===== config.mk =====
export PLATFORM = sky130hd
export DESIGN_NAME = spi_dg_host_flat
export DESIGN_NICKNAME = d
export VERILOG_FILES = /design/src/spi_dg_pkg.sv /design/src/spi_dg_if.sv /design/src/spi_dg_host.sv /design/src/flat_wrapper.sv
export SDC_FILE = /design/constraint.sdc
export NUM_CORES = 1
export LEC_CHECK = 0
export BUFFER_PORTS_ARGS = -buffer_cell sky130_fd_sc_hd__buf_2
export CAP_MARGIN = 20
export CORE_AREA = 2 2 135 137
export DETAILED_ROUTE_END_ITERATION = 12
export DIE_AREA = 0 0 137 139
export PLACE_DENSITY = 0.79
export RECOVER_POWER = 100
export SYNTH_ARGS = -nofsm -noshare
export SYNTH_HDL_FRONTEND = slang
export SYNTH_SLANG_ARGS = --single-unit

===== constraint.sdc =====
create_clock -name clk -period 4.6 [get_ports clk]
set_input_delay 0.92 -clock clk [delete_from_list [all_inputs] [get_ports clk]]
set_output_delay 0.92 -clock clk [all_outputs]
set_load 0.05 [all_outputs]

===== src/spi_dg_pkg.sv =====
/*
  shared constants for the 40-bit datagram link: widths, field positions,
  status byte layout and the host's register offsets.
  assumes one system clock for both ends and a link clock well below it.
*/
package spi_dg_pkg;
  // ==========================================================
  // datagram layout
  localparam int FRAME_BITS   = 40;
  localparam int DATA_BITS    = 32;
  localparam int ADDR_BITS    = 7;
  localparam int WRITE_BIT    = 39;
  localparam int STAT_MSB     = 39;
  localparam int STAT_LSB     = 32;
  localparam int CNT_W        = 6;
  // ==========================================================
  // status byte fields
  localparam int ST_RESERVED  = 7;
  localparam int ST_STOP2     = 6;
  localparam int ST_STOP1     = 5;
  localparam int ST_SPEED2    = 4;
  localparam int ST_SPEED1    = 3;
  localparam int ST_FAULT2    = 2;
  localparam int ST_FAULT1    = 1;
  localparam int ST_RESET     = 0;
  localparam int GS_RESET     = 0;
  localparam int GS_FAULT1    = 1;
  localparam int GS_FAULT2    = 2;
  localparam int RS_STOP_L    = 0;
  localparam int RS_SPEED_HIT = 8;
  // ==========================================================
  // device register index of the global status flags
  localparam logic [6:0]  GLOBAL_STATUS_FLAGS_ADDR = 7'h01;
  localparam logic [39:0] FRAME_ZERO = 40'h00_0000_0000;
  // ==========================================================
  // host apb register offsets (bytes)
  localparam logic [7:0] REG_TX_LO  = 8'h00; // data bits 31:0
  localparam logic [7:0] REG_TX_HI  = 8'h04; // bits 7:0 = addr byte
  localparam logic [7:0] REG_CTRL   = 8'h08; // 15:0 half period, 16 go
  localparam logic [7:0] REG_STAT   = 8'h0c; // 0 busy
  localparam logic [7:0] REG_RX_LO  = 8'h10;
  localparam logic [7:0] REG_RX_HI  = 8'h14; // bits 7:0 = status byte
  localparam int CTRL_GO            = 16;
  localparam logic [15:0] HALF_RST  = 16'h0004;
  typedef enum logic [1:0] {
    H_IDLE = 2'b00,
    H_LEAD = 2'b01,
    H_SHIFT = 2'b10,
    H_TAIL = 2'b11
  } host_state_t;
endpackage


===== src/spi_dg_if.sv =====
/*
  link wires between the host end and the device end.
  assumes the bench drives clk and reset_n to both ends.
*/
interface spi_dg_if;
  logic sck;
  logic mosi;
  logic miso;
  logic chipSelectN;
  modport host (output sck, output mosi, output chipSelectN, input miso);
  modport device (input sck, input mosi, input chipSelectN, output miso);
endinterface


===== src/spi_dg_host.sv =====
/*
  host end: an apb slave takes a 40-bit datagram, shifts it out msb first
  on a divided link clock, and stores the 40-bit answer.
  assumes the bench joins the link interface to the device end.
*/
module spi_dg_host
  import spi_dg_pkg::*;
(
  // clock and reset
  input  wire logic        clk,
  input  wire logic        reset_n,
  // apb
  input  wire logic        psel,
  input  wire logic        penable,
  input  wire logic        pwrite,
  input  wire logic [7:0]  paddr,
  input  wire logic [31:0] pwdata,
  output logic [31:0]      prdata,
  output logic             pready,
  output logic             pslverr,
  // link
  spi_dg_if.host           link
);
  import spi_dg_pkg::*;

  // ==========================================================
  // registers
  host_state_t state_r;
  logic [31:0] txLo_r, rxLo_r;
  logic [7:0]  txHi_r, rxHi_r;
  logic [15:0] half_r, divCnt_r;
  logic [5:0]  bitCnt_r;
  logic [39:0] sh_r;
  // answer bits are taken at the end of each high phase: the far end
  // needs about five clk to turn a falling edge into a settled bit
  // here, more than the four clk of the shortest half period
  logic [39:0] rxSh_r;
  logic        sck_r, cs_r, mosi_r, go;
  logic [1:0]  misoSync_r;
  logic        access;
  assign access = psel && penable;
  assign go = access && pwrite && paddr == REG_CTRL
              && pwdata[CTRL_GO] && state_r == H_IDLE;

  always_ff @(posedge clk) begin
    if (!reset_n) begin
      txLo_r  <= 32'h0000_0000;
      txHi_r  <= 8'h00;
      half_r  <= HALF_RST;
      prdata  <= 32'h0000_0000;
      pready  <= 1'b0;
      pslverr <= 1'b0;
    end else begin
      pready  <= psel && !pready;
      pslverr <= 1'b0;
      if (psel && !pready) begin
        pslverr <= paddr > REG_RX_HI || paddr[1:0] != 2'h0;
        unique case (paddr)
          REG_TX_LO: prdata <= txLo_r;
          REG_TX_HI: prdata <= {24'h000000, txHi_r};
          REG_CTRL:  prdata <= {16'h0000, half_r};
          REG_STAT:  prdata <= {31'h00000000, state_r != H_IDLE};
          REG_RX_LO: prdata <= rxLo_r;
          REG_RX_HI: prdata <= {24'h000000, rxHi_r};
          default:   prdata <= 32'h0000_0000;
        endcase
      end
      if (access && pready && pwrite) begin
        if (paddr == REG_TX_LO) txLo_r <= pwdata;
        if (paddr == REG_TX_HI) txHi_r <= pwdata[7:0];
        if (paddr == REG_CTRL && state_r == H_IDLE) begin
          half_r <= (pwdata[15:0] < 16'h0004) ? 16'h0004 : pwdata[15:0];
        end
      end
    end
  end

  // ==========================================================
  // link sequencer
  logic tick;
  assign tick = divCnt_r == 16'h0000;
  always_ff @(posedge clk) begin
    if (!reset_n) begin
      misoSync_r <= 2'h0;
    end else begin
      misoSync_r <= {misoSync_r[0], link.miso};
    end
  end

  always_ff @(posedge clk) begin
    if (!reset_n) begin
      state_r  <= H_IDLE;
      divCnt_r <= 16'h0000;
      bitCnt_r <= 6'h00;
      sh_r     <= FRAME_ZERO;
      rxSh_r   <= FRAME_ZERO;
      sck_r    <= 1'b0;
      cs_r     <= 1'b1;
      mosi_r   <= 1'b0;
      rxLo_r   <= 32'h0000_0000;
      rxHi_r   <= 8'h00;
    end else begin
      divCnt_r <= tick ? half_r - 16'h0001 : divCnt_r - 16'h0001;
      unique case (state_r)
        H_IDLE: if (go && pready) begin
          sh_r     <= {txHi_r, txLo_r};
          cs_r     <= 1'b0;
          mosi_r   <= txHi_r[7];
          divCnt_r <= half_r;
          bitCnt_r <= 6'h00;
          state_r  <= H_LEAD;
        end
        H_LEAD: if (tick) state_r <= H_SHIFT;
        H_SHIFT: if (tick) begin
          sck_r <= !sck_r;
          if (!sck_r) begin
            sh_r <= {sh_r[38:0], 1'b0};
            bitCnt_r <= bitCnt_r + 6'h01;
          end else begin
            rxSh_r <= {rxSh_r[38:0], misoSync_r[1]};
            if (bitCnt_r == 6'(FRAME_BITS)) begin
              state_r <= H_TAIL;
            end else begin
              mosi_r <= sh_r[39];
            end
          end
        end
        H_TAIL: if (tick) begin
          cs_r   <= 1'b1;
          rxHi_r <= rxSh_r[39:32];
          rxLo_r <= rxSh_r[31:0];
          state_r <= H_IDLE;
        end
      endcase
    end
  end
  assign link.sck         = sck_r;
  assign link.mosi        = mosi_r;
  assign link.chipSelectN = cs_r;
endmodule


===== src/flat_wrapper.sv =====
// flat-port wrapper written by rule: the top's interface ports become plain ports
module spi_dg_host_flat import spi_dg_pkg::*;
  (clk, reset_n, psel, penable, pwrite, paddr, pwdata, prdata, pready, pslverr, link_sck, link_mosi, link_chipSelectN, link_miso);
  spi_dg_if link_i ();
  input  wire logic clk;
  input  wire logic reset_n;
  input  wire logic psel;
  input  wire logic penable;
  input  wire logic pwrite;
  input  wire logic [7:0] paddr;
  input  wire logic [31:0] pwdata;
  output logic [31:0] prdata;
  output logic pready;
  output logic pslverr;
  output wire logic [$bits(link_i.sck)-1:0] link_sck;
  output wire logic [$bits(link_i.mosi)-1:0] link_mosi;
  output wire logic [$bits(link_i.chipSelectN)-1:0] link_chipSelectN;
  input wire logic [$bits(link_i.miso)-1:0] link_miso;
  assign link_sck = link_i.sck;
  assign link_mosi = link_i.mosi;
  assign link_chipSelectN = link_i.chipSelectN;
  assign link_i.miso = link_miso;
  spi_dg_host u_core (.clk(clk), .reset_n(reset_n), .psel(psel), .penable(penable), .pwrite(pwrite), .paddr(paddr), .pwdata(pwdata), .prdata(prdata), .pready(pready), .pslverr(pslverr), .link(link_i));
endmodule

==> impl_metrics.yaml, run 1 <==
worst_setup_path:
  critical_path.endpoint_type: "register"
  timing.rr.end: "u_core.rxSh_r[16]$_SDFFE_PN0P_"
  cp_required_ns: 5.04
  worst-r2r-setup-slack_ns: 0.80
  timing.rr.start: "u_core.divCnt_r[11]$_SDFF_PN0_"
  critical_path.startpoint_type: "input pin"
  worst_setup_path_startpoint: "paddr[1]"
  worst_ep_arrival_time_ns: 4.41
  critPathKind: "in2reg"
  path_max_fanout: 30
  worst_r2r_path_depth: 8
clock_tree:
  clock_tree.root_cell: "sky130_fd_sc_hd__clkbuf_16"
  clk_latency_ns: 0.52
  longest_clk_path_bufs: 3
  clkTransAtPathRegs_ns: 0.07
  clock_tree_from_tritoncts: "done"
  clkSinkCount: 239
  ctsHtreeMaxLevel: 1
  numCtsBuffers: 25
  postCtsSetupRepairBufs: 0
  postCtsResizedCells: 0
  cts_hold_buffers: 0
global_route:
  global_route.overflow_total: 0
  grt_util_all_layers: 0.280
  grt_pass1_wl_um: 43600
  pin_count_of_the_biggest_net_entering_global_routing: 121
  antenna_found_initial: 0
  first_global_vias: 8356
timing:
  fin_clk_skew_ns: 0.0104
  max_clock_freq_mhz: 251
  worst_pin_slew_ns: 2.20
  fin_crit_share: 0.865
  timing.final.setup_violations: 0
  finalCriticalPeriod_ns: 3.98
  rsz0062_at_grt: "no"
  slew_violations: 151
  tns_ns: 0
  timing.max_slew.rel_slack: -0.468
  fin_hold_ws_ns: 0.446
  finalHoldViolations: 0
hold_path:
  hp-start: "u_core.rxSh_r[39]$_SDFFE_PN0P_"
  tightest_hold_check_type: "reg2reg"
  hold_path_endpoint: "u_core.rxHi_r[7]$_SDFFE_PN0P_"
  worst_hold_path.num_cells: 2
drt:
  drt_iter0_drc: 872
  total_via_count_in_the_routed_design: 9119
  drtAntennaViolNets: 0
  detail_route.first_pass.iterations: 6
  wl_per_cell_um: 17.9
  postRouteWirelength_um: 26900
  routed_via_density: 6.05
  drcViolationCount: 0
placement:
  dpl.cell_count: 1462
  placement.io_buffers: 82
  place.detailed.hpwl_um: 17300
  detailed_place.area_sq_um: 10900
  gp_congestion: 0.948
die:
  initial_core_util: 0.589
  die_x_um: 137
  rows: 49
  io_pins: 83
  core-area_sq_um: 17700
  die_h_um: 139
  floorplan.die_area_sq_um: 19000
status:
  failed_checks: "capacitance limit, slew limit"
  status: "complete, but fails checks"
synth:
  synth.yosys.seq_area_share: 0.460
  mappedNetlistArea_sq_um: 10400
  ys_async_sr_fraction: 0
  ys.warnings.count: 0
  synthFlopType: "sky130_fd_sc_hd__dfxtp_1"
  post_synth.cell_area_avg_sq_um: 8.46
  synth-seq-cells: 239
  yosysUniqueCellTypes: 69
  synth-edff-count: 0
  netlist_instances: 1230
  mappedNetlistNets: 1283
power_and_ir_drop:
  max-vdd-ir-drop_v: 0.000313
  power-per-cell-area_nw_per_um2: 428
  leak_uw: 0.00376
  sum_of_internal_switching_and_leakage_power_uw: 4940
layout:
  share_of_final_layout_standard_cells_stronger_than_drive_strength_1: 0.110
  syn_to_final_growth_pct: 11.0
  layout.nets: 1313
  antenna_cells_inserted: 0
  num-fill-cells: 1495
  finish.instance_area_sq_um: 11500
  cell_count_final_fillers_out: 1507
run:
  timing.max_cap.violations: 2
worst max-delay path: stages:
cell                       delay [ns]
sky130_fd_sc_hd__buf_2           0.10
sky130_fd_sc_hd__or4_1           0.57
sky130_fd_sc_hd__nor3_1          0.74
sky130_fd_sc_hd__and3_1          0.26
sky130_fd_sc_hd__clkbuf_1        1.16
sky130_fd_sc_hd__a222oi_1        0.42
sky130_fd_sc_hd__o21ai_0         0.22
final cells by class:
cell class / count / area [sq um] / area share
Timing Repair Buffer: 100 / 504 / 0.0437
Inverter: 12 / 48.8 / 0.00422
Tap cell: 229 / 287 / 0.0248
Sequential cell: 239 / 4780 / 0.414
Multi-Input combinational cell: 882 / 5080 / 0.439
Clock buffer: 35 / 733 / 0.0635
Clock inverter: 10 / 116 / 0.0101
how the worst max path moves through the flow:
stage,depth (start not counted),to
detailed placement,8,u_core.sh_r[23]$_SDFFE_PN0P_
CTS,11,u_core.divCnt_r[14]$_SDFF_PN0_
finish,7,u_core.prdata[9]$_SDFFE_PN0P_
global route,7,u_core.prdata[9]$_SDFFE_PN0P_
floorplan,14,u_core.divCnt_r[14]$_SDFF_PN0_
global placement,8,u_core.bitCnt_r[1]$_SDFFE_PN0P_
stage by stage:
stage / setup WS [ns] / util
after floorplan: 1.72 / -
after global placement: 1.09 / 0.615
after detailed placement: 1.05 / 0.615
after CTS: 1.20 / 0.663
after global routing: 0.450 / 0.654
final: 0.623 / 0.654
power breakdown:
part	total, uW	leakage [uW]	internal (uW)	switching, uW
clock	2060	0.000421	1230	832
combinational	681	0.00141	238	443
sequential	2200	0.00193	2120	75.7
metal layers:
metal	track usage	share of wire	routed length, um
met5	0	0	0
met2	0.427	0.46	12300
met1	0.414	0.45	12200
met4	0.0819	0.020	551
met3	0.0373	0.069	1860
Yosys cell counts, types with 3 or more instances:
cell type | n | area [sq um]
sky130_fd_sc_hd__o21ai_0 | 25 | 125
sky130_fd_sc_hd__inv_1 | 11 | 41.3
sky130_fd_sc_hd__buf_4 | 6 | 45.0
sky130_fd_sc_hd__and3_1 | 5 | 31.3
sky130_fd_sc_hd__and4_1 | 3 | 26.3
sky130_fd_sc_hd__nand3_1 | 24 | 120
sky130_fd_sc_hd__nand2_1 | 277 | 1040
sky130_fd_sc_hd__ha_1 | 7 | 87.6
sky130_fd_sc_hd__o211ai_1 | 8 | 60.1
sky130_fd_sc_hd__buf_2 | 24 | 120
sky130_fd_sc_hd__buf_1 | 5 | 18.8
sky130_fd_sc_hd__and2_1 | 4 | 25.0
sky130_fd_sc_hd__a31oi_1 | 12 | 75.1
sky130_fd_sc_hd__a21boi_0 | 3 | 22.5
sky130_fd_sc_hd__a2bb2oi_1 | 22 | 193
sky130_fd_sc_hd__o31ai_1 | 3 | 22.5
sky130_fd_sc_hd__nor4_4 | 3 | 63.8
sky130_fd_sc_hd__clkbuf_1 | 61 | 229
sky130_fd_sc_hd__o2bb2ai_1 | 6 | 52.6
sky130_fd_sc_hd__nor4_1 | 5 | 31.3
sky130_fd_sc_hd__a22oi_1 | 18 | 135
sky130_fd_sc_hd__a211oi_1 | 4 | 30.0
sky130_fd_sc_hd__a21oi_1 | 154 | 771
sky130_fd_sc_hd__o21a_1 | 4 | 30.0
sky130_fd_sc_hd__or4_1 | 5 | 37.5
sky130_fd_sc_hd__a222oi_1 | 3 | 30.0
sky130_fd_sc_hd__nor3_1 | 10 | 50.1
sky130_fd_sc_hd__nand4_1 | 7 | 43.8
sky130_fd_sc_hd__a211oi_2 | 38 | 475
sky130_fd_sc_hd__nand4b_1 | 4 | 35.0
sky130_fd_sc_hd__a22o_1 | 11 | 96.3
sky130_fd_sc_hd__nor2_1 | 108 | 405
sky130_fd_sc_hd__nor2b_1 | 5 | 31.3
sky130_fd_sc_hd__xnor2_1 | 5 | 43.8
sky130_fd_sc_hd__mux2i_1 | 58 | 581
sky130_fd_sc_hd__nor3b_1 | 4 | 30.0
sky130_fd_sc_hd__dfxtp_1 | 239 | 4780
registers in the layout (all words and copies together) (netlist names):
signal,count
u_core.state_r,2
u_core.pready,1
u_core.rxHi_r,8
u_core.prdata,32
u_core.bitCnt_r,6
u_core.misoSync_r,2
u_core.link.chipSelectN,1
u_core.rxSh_r,40
u_core.half_r,16
u_core.rxLo_r,32
u_core.divCnt_r,16
u_core.link.mosi,1
u_core.txHi_r,8
u_core.pslverr,1
u_core.link.sck,1
u_core.sh_r,40
u_core.txLo_r,32
cells by family (layout without fill, tap and decap cells):
group | count (synthesis) | in the layout | share of synthesized area
simple gates | 480 | 480 | 0.204
fa+ha+maj | 7 | 7 | 0.00842
xor+xnor | 6 | 6 | 0.00505
buf+inv | 109 | 157 | 0.0445
mux | 59 | 59 | 0.0579
flops | 239 | 239 | 0.460
compound gates | 330 | 330 | 0.220
layout by cell type, fill, tap and decap left out, types with 8 or more instances in the layout:
master                        n
sky130_fd_sc_hd__a211oi_1    16
sky130_fd_sc_hd__a211oi_2    26
sky130_fd_sc_hd__a21oi_1    154
sky130_fd_sc_hd__a22o_1      11
sky130_fd_sc_hd__a22oi_1     18
sky130_fd_sc_hd__a2bb2oi_1   22
sky130_fd_sc_hd__a31oi_1     13
sky130_fd_sc_hd__buf_2       43
sky130_fd_sc_hd__buf_4       11
sky130_fd_sc_hd__clkbuf_1    46
sky130_fd_sc_hd__clkbuf_16   25
sky130_fd_sc_hd__dfxtp_1    239
sky130_fd_sc_hd__inv_1       10
sky130_fd_sc_hd__mux2i_1     58
sky130_fd_sc_hd__nand2_1    277
sky130_fd_sc_hd__nand3_1     24
sky130_fd_sc_hd__nor2_1     109
sky130_fd_sc_hd__nor3_1      11
sky130_fd_sc_hd__o211ai_1     8
sky130_fd_sc_hd__o21ai_0     26
(Power assumes the default switching activity.)
==> run 2, diff against run 1 <==
REMOVE_ABC_BUFFERS = 1   (was default)
==> run 2 against run 1 <==
The flow still finishes with violations (capacitance limit, slew limit). Final cell count increased by 0.20%. First-iteration DRC count increased by 7.7%. Non-clock buffer count increased by 4. Via count decreased by 0.43%. Combinational power decreased by 0.7%. Core utilization decreased by 0.88 points. Hold slack improved by 0.0018 ns. Sequential share of layout area increased by 0.56 points. Global-route usage decreased by 0.14 points. Critical endpoint is now u_core.rxLo_r[22]$_SDFFE_PN0P_. Highest routed layer unchanged.
==> impl_metrics.yaml, run 2 (synthesized netlist as in run 1, its figures left out) <==
status:
  status: "complete, but fails checks"
  failed_checks: "capacitance limit, slew limit"
worst_setup_path:
  worst_setup_path_startpoint: "u_core.divCnt_r[11]$_SDFF_PN0_"
  worst_ep_arrival_time_ns: 4.20
  critPathKind: "reg2reg"
  worst_r2r_path_depth: 6
  endpoint: "u_core.rxLo_r[22]$_SDFFE_PN0P_"
  cell_class_contributing_the_biggest_share_of_worst_path_delay: "simple AND/OR/NAND/NOR gates"
  path_max_fanout: 40
  worst_path_largest_cell_delay_ns: 1.45
  timing.rr.start: "u_core.divCnt_r[11]$_SDFF_PN0_"
  critical_path_buf_inv_count: 1
  critical_path.endpoint_type: "register"
  timing.rr.end: "u_core.rxLo_r[22]$_SDFFE_PN0P_"
  slowest_stage: "sky130_fd_sc_hd__clkbuf_1"
  worst-r2r-setup-slack_ns: 0.81
  critical_path.startpoint_type: "register"
  cp_required_ns: 5.02
  cp_num_cells: 6
  cp_cell_sequence: "nor4_4 > nor2b_1 > and3_1 > clkbuf_1 > nand2_1 > a21oi_1"
timing:
  finalCriticalPeriod_ns: 3.79
  fin_hold_ws_ns: 0.448
  rsz0062_at_grt: "no"
  timing.final.setup_violations: 0
  worst_pin_slew_ns: 2.05
  fin_clk_skew_ns: 0.0117
  finalHoldViolations: 0
  max_clock_freq_mhz: 264
  fin_crit_share: 0.823
  slew_violations: 226
  timing.max_slew.rel_slack: -0.365
  post-route-worst-setup-slack_ns: 0.813
  tns_ns: 0
clock_tree:
  postCtsSetupRepairBufs: 0
  cts_hold_buffers: 0
  ctsHtreeMaxLevel: 1
  clkTransAtPathRegs_ns: 0.06
  numCtsBuffers: 25
  clock_tree.root_cell: "sky130_fd_sc_hd__clkbuf_16"
  longest_clk_path_bufs: 3
  clk_latency_ns: 0.53
  postCtsResizedCells: 0
  clkSinkCount: 239
  clock_tree_from_tritoncts: "done"
hold_path:
  tightest_hold_check_type: "reg2reg"
placement:
  placement.io_buffers: 82
  dp_slack_ns: 0.981
  gp_congestion: 0.935
  place.detailed.hpwl_um: 17000
die:
  io_pins: 83
  die_h_um: 139
  initial_core_util: 0.589
  floorplan.die_area_sq_um: 19000
  die_x_um: 137
  core-area_sq_um: 17700
  rows: 49
run:
  timing.max_cap.violations: 3
layout:
  layout.nets: 1317
  antenna_cells_inserted: 0
  multi_input_area_sq_um: 4980
  share_of_final_layout_standard_cells_stronger_than_drive_strength_1: 0.0898
  biggestRegsByFlops: "u_core.rxSh_r: 40 flops, u_core.sh_r: 40 flops"
  syn_to_final_growth_pct: 9.49
  seq_area_sq_um: 4780
  post-route-util: 0.645
  num-fill-cells: 1540
  layout_commonest_cell: "sky130_fd_sc_hd__nand2_1"
  most_used_cells_in_the_layout_excluding_fill_and_tap_cells: "sky130_fd_sc_hd__nand2_1, sky130_fd_sc_hd__dfxtp_1, sky130_fd_sc_hd__a21oi_1"
drt:
  drcViolationCount: 0
  postRouteWirelength_um: 26500
  drtAntennaViolNets: 0
  drt_iter0_drc: 939
  detail_route.first_pass.iterations: 7
  total_via_count_in_the_routed_design: 9080
  routed_via_density: 6.01
  wl_per_cell_um: 17.5
power_and_ir_drop:
  power.clock.fraction: 0.402
  cellInternalPower_uw: 3470
  power.switching_uw: 1330
  sum_of_internal_switching_and_leakage_power_uw: 4800
  max-vdd-ir-drop_v: 0.000300
  swShare: 0.278
  power.share.sequential: 0.458
  leak_uw: 0.00369
  power.combinational.fraction: 0.141
  power-per-cell-area_nw_per_um2: 422
global_route:
  antenna_found_initial: 0
  first_global_vias: 8354
  grt_pass1_wl_um: 43200
  global_route.overflow_total: 0
  grt_util_all_layers: 0.279
  pin_count_of_the_biggest_net_entering_global_routing: 155
[run 2: cell type report]
| cell class | instances | area share |
|---|---|---|
| Multi-Input combinational cell | 882 | 0.437 |
| Sequential cell | 239 | 0.420 |
| Clock buffer | 35 | 0.0608 |
| Timing Repair Buffer | 104 | 0.0452 |
| Tap cell | 229 | 0.0251 |
| Clock inverter | 9 | 0.00747 |
| Inverter | 12 | 0.00439 |
[run 2: layer usage]
| metal | up-vias | GRT usage | part of all wire |
|---|---|---|---|
| met3 | 54 | 0.0362 | 0.066 |
| li1 | 4382 | - | - |
| met5 | - | 0 | 0 |
| met2 | 326 | 0.449 | 0.46 |
| met4 | 0 | 0.0928 | 0.027 |
| met1 | 4318 | 0.386 | 0.44 |
[run 2: power by group through the flow]
stage / registers, uW / clock network [uW] / logic (uW)
floorplan: 2230 / 0 / 482
global route: 2200 / 2040 / 749
finish: 2200 / 1930 / 676
detailed placement: 2240 / 0 / 672
global placement: 2240 / 0 / 667
CTS: 2190 / 1960 / 674
[run 2: tightest hold or removal path, stage by stage, from the launching register on]
cell                      delay [ns]
sky130_fd_sc_hd__dfxtp_1        0.30
sky130_fd_sc_hd__nand2_1        0.05
sky130_fd_sc_hd__a21oi_1        0.05
[run 2: worst min-delay path by stage]
stage                               startpoint                              end  cells past startpoint
3_3_place_gp   u_core.misoSync_r[0]$_SDFF_PN0_  u_core.misoSync_r[1]$_SDFF_PN0_                      1
2_1_floorplan  u_core.misoSync_r[0]$_SDFF_PN0_  u_core.misoSync_r[1]$_SDFF_PN0_                      1
3_5_place_dp   u_core.misoSync_r[1]$_SDFF_PN0_    u_core.rxSh_r[0]$_SDFFE_PN0P_                      2
5_1_grt          u_core.rxLo_r[3]$_SDFFE_PN0P_    u_core.rxLo_r[3]$_SDFFE_PN0P_                      2
6_report       u_core.misoSync_r[1]$_SDFF_PN0_    u_core.rxSh_r[0]$_SDFFE_PN0P_                      2
4_1_cts        u_core.misoSync_r[1]$_SDFF_PN0_    u_core.rxSh_r[0]$_SDFFE_PN0P_                      2
[run 2: through the flow]
step | cells | area (sq um)
6_report | 1510 | 11400
5_1_grt | 1510 | 11400
4_1_cts | 1510 | 11700
3_5_place_dp | 1466 | 10900
3_3_place_gp | 1466 | 10900
2_1_floorplan | 1133 | 9990
==> run 3, diff against run 2 <==
CORE_AREA = 2 2 142 144   (was 2 2 135 137)
DIE_AREA = 0 0 144 146   (was 0 0 137 139)
PLACE_DENSITY = 0.75   (was 0.79)
clock period = 3.45 ns   (was 4.6 ns; I/O delays follow)
==> run 3 against run 2 <==
The flow still finishes with violations (capacitance limit, slew limit). Sequential power increased by 33%. Die area grew 10%. Combinational power up 39%. Largest cell class unchanged.
==> impl_metrics.yaml, run 3 (synthesized netlist as in run 1, its figures left out) <==
clock_tree:
  clkTransAtPathRegs_ns: 0.06
  clock_tree_from_tritoncts: "done"
  ctsHtreeMaxLevel: 1
  postCtsSetupRepairBufs: 0
  postCtsResizedCells: 0
  longest_clk_path_bufs: 3
  clk_latency_ns: 0.54
  clkSinkCount: 239
  clock_tree.root_cell: "sky130_fd_sc_hd__clkbuf_16"
  numCtsBuffers: 25
  cts_hold_buffers: 0
layout:
  share_of_final_layout_standard_cells_stronger_than_drive_strength_1: 0.118
  syn_to_final_growth_pct: 12.9
  layout.nets: 1326
  post-route-util: 0.608
  biggestRegsByFlops: "u_core.rxSh_r: 40 flops, u_core.sh_r: 40 flops"
  most_used_cells_in_the_layout_excluding_fill_and_tap_cells: "sky130_fd_sc_hd__nand2_1, sky130_fd_sc_hd__dfxtp_1, sky130_fd_sc_hd__a21oi_1"
  layout_commonest_cell: "sky130_fd_sc_hd__nand2_1"
  num-fill-cells: 1715
placement:
  gp_congestion: 0.956
  placement.io_buffers: 82
  place.detailed.hpwl_um: 17800
worst_setup_path:
  critPathKind: "reg2reg"
  worst_ep_arrival_time_ns: 3.51
  path_max_fanout: 7
  critical_path.startpoint_type: "register"
  critical_path.endpoint_type: "register"
  cp_required_ns: 3.90
global_route:
  antenna_found_initial: 0
  global_route.overflow_total: 0
  grt_util_all_layers: 0.261
  grt_pass1_wl_um: 44900
  pin_count_of_the_biggest_net_entering_global_routing: 82
  first_global_vias: 8620
power_and_ir_drop:
  power.clock.fraction: 0.426
  max-vdd-ir-drop_v: 0.000419
  cellInternalPower_uw: 4880
  leak_uw: 0.00381
  power.switching_uw: 1860
  swShare: 0.276
  power.combinational.fraction: 0.140
  power.share.sequential: 0.435
  power-per-cell-area_nw_per_um2: 574
drt:
  total_via_count_in_the_routed_design: 9186
  routed_via_density: 5.90
  drt_iter0_drc: 756
  drtAntennaViolNets: 0
  wl_per_cell_um: 17.8
  postRouteWirelength_um: 27700
  drcViolationCount: 0
  detail_route.first_pass.iterations: 5
timing:
  timing.final.setup_violations: 0
  finalHoldViolations: 0
  fin_crit_share: 0.887
  rsz0062_at_grt: "no"
  max_clock_freq_mhz: 327
  fin_hold_ws_ns: 0.362
  fin_clk_skew_ns: 0.0114
  worst_pin_slew_ns: 1.73
  timing.max_slew.rel_slack: -0.154
  finalCriticalPeriod_ns: 3.06
  slew_violations: 33
die:
  core-area_sq_um: 19300
  initial_core_util: 0.538
  rows: 51
  die_x_um: 144
  die_h_um: 146
  floorplan.die_area_sq_um: 21000
  io_pins: 83
status:
  failed_checks: "capacitance limit, slew limit"
  status: "complete, but fails checks"
hold_path:
  tightest_hold_check_type: "in2reg"
run:
  timing.max_cap.violations: 1
==> run 3: path summary, 6_finish.rpt <==
path	start	cells after the start	to	slack, ns
max reg2reg	u_core.divCnt_r[7]$_SDFF_PN0_	11	u_core.divCnt_r[14]$_SDFF_PN0_	0.39
max	u_core.divCnt_r[7]$_SDFF_PN0_	11	u_core.divCnt_r[14]$_SDFF_PN0_	0.39
min reg2reg	u_core.misoSync_r[1]$_SDFF_PN0_	2	u_core.rxSh_r[0]$_SDFFE_PN0P_	0.44
min	link_miso	2	u_core.misoSync_r[0]$_SDFF_PN0_	0.36
==> run 3: power by group through the flow <==
| stage | logic (uW) | registers [uW] | clock network [uW] |
|---|---|---|---|
| finish | 943 | 2930 | 2870 |
| global route | 1030 | 2940 | 3020 |
| CTS | 954 | 2930 | 2900 |
| detailed placement | 946 | 2990 | 0 |
| global placement | 941 | 2990 | 0 |
| floorplan | 642 | 2970 | 0 |
==> run 3: per-layer routing <==
metal	routed length, um	vias to the layer above	GRT usage	part of all wire
li1	-	4400	-	-
met1	12200	4421	0.349	0.44
met2	13100	310	0.433	0.47
met3	1720	55	0.0385	0.062
met4	675	0	0.0858	0.024
met5	0	-	0	0
==> run 3: per-stage QoR <==
| stage | instance area (sq um) | setup WS [ns] | setup TNS, ns | total power (uW) | cells |
|---|---|---|---|---|---|
| finish | 11700 | 0.391 | 0 | 6740 | 1558 |
| global route | 11700 | 0.157 | 0 | 6990 | 1557 |
| CTS | 11900 | 0.578 | 0 | 6780 | 1557 |
| detailed placement | 11000 | 0.515 | 0 | 3930 | 1511 |
| global placement | 11000 | 0.587 | 0 | 3930 | 1511 |
| floorplan | 9990 | -1.26 | -206.12 | 3620 | 1133 |
==> run 3: worst max-delay path, cell delays in order, from the launching register on <==
cell and delay, ns:
sky130_fd_sc_hd__dfxtp_1 0.44, sky130_fd_sc_hd__nor4_4 0.10, sky130_fd_sc_hd__nand3_1 0.30, sky130_fd_sc_hd__nor2_1 0.14, sky130_fd_sc_hd__a21oi_1 0.23, sky130_fd_sc_hd__ha_1 0.23, sky130_fd_sc_hd__nor3b_1 0.34, sky130_fd_sc_hd__and3b_1 0.24
sky130_fd_sc_hd__o2111ai_1 0.24, sky130_fd_sc_hd__nor3b_1 0.35, sky130_fd_sc_hd__a221oi_1 0.13, sky130_fd_sc_hd__a311oi_1 0.24
==> run 3: area by class of cell <==
cell class / count / area (sq um) / share of cell area
clock inverters: 15 / 208 / 0.0177
multi-input cells: 882 / 5090 / 0.433
inverters: 12 / 50.0 / 0.00426
well taps: 265 / 332 / 0.0282
clock buffers: 31 / 678 / 0.0577
repair buffers: 113 / 603 / 0.0513
flip-flops and latches: 239 / 4780 / 0.407
diodes: 1 / 2.50 / 0.000213
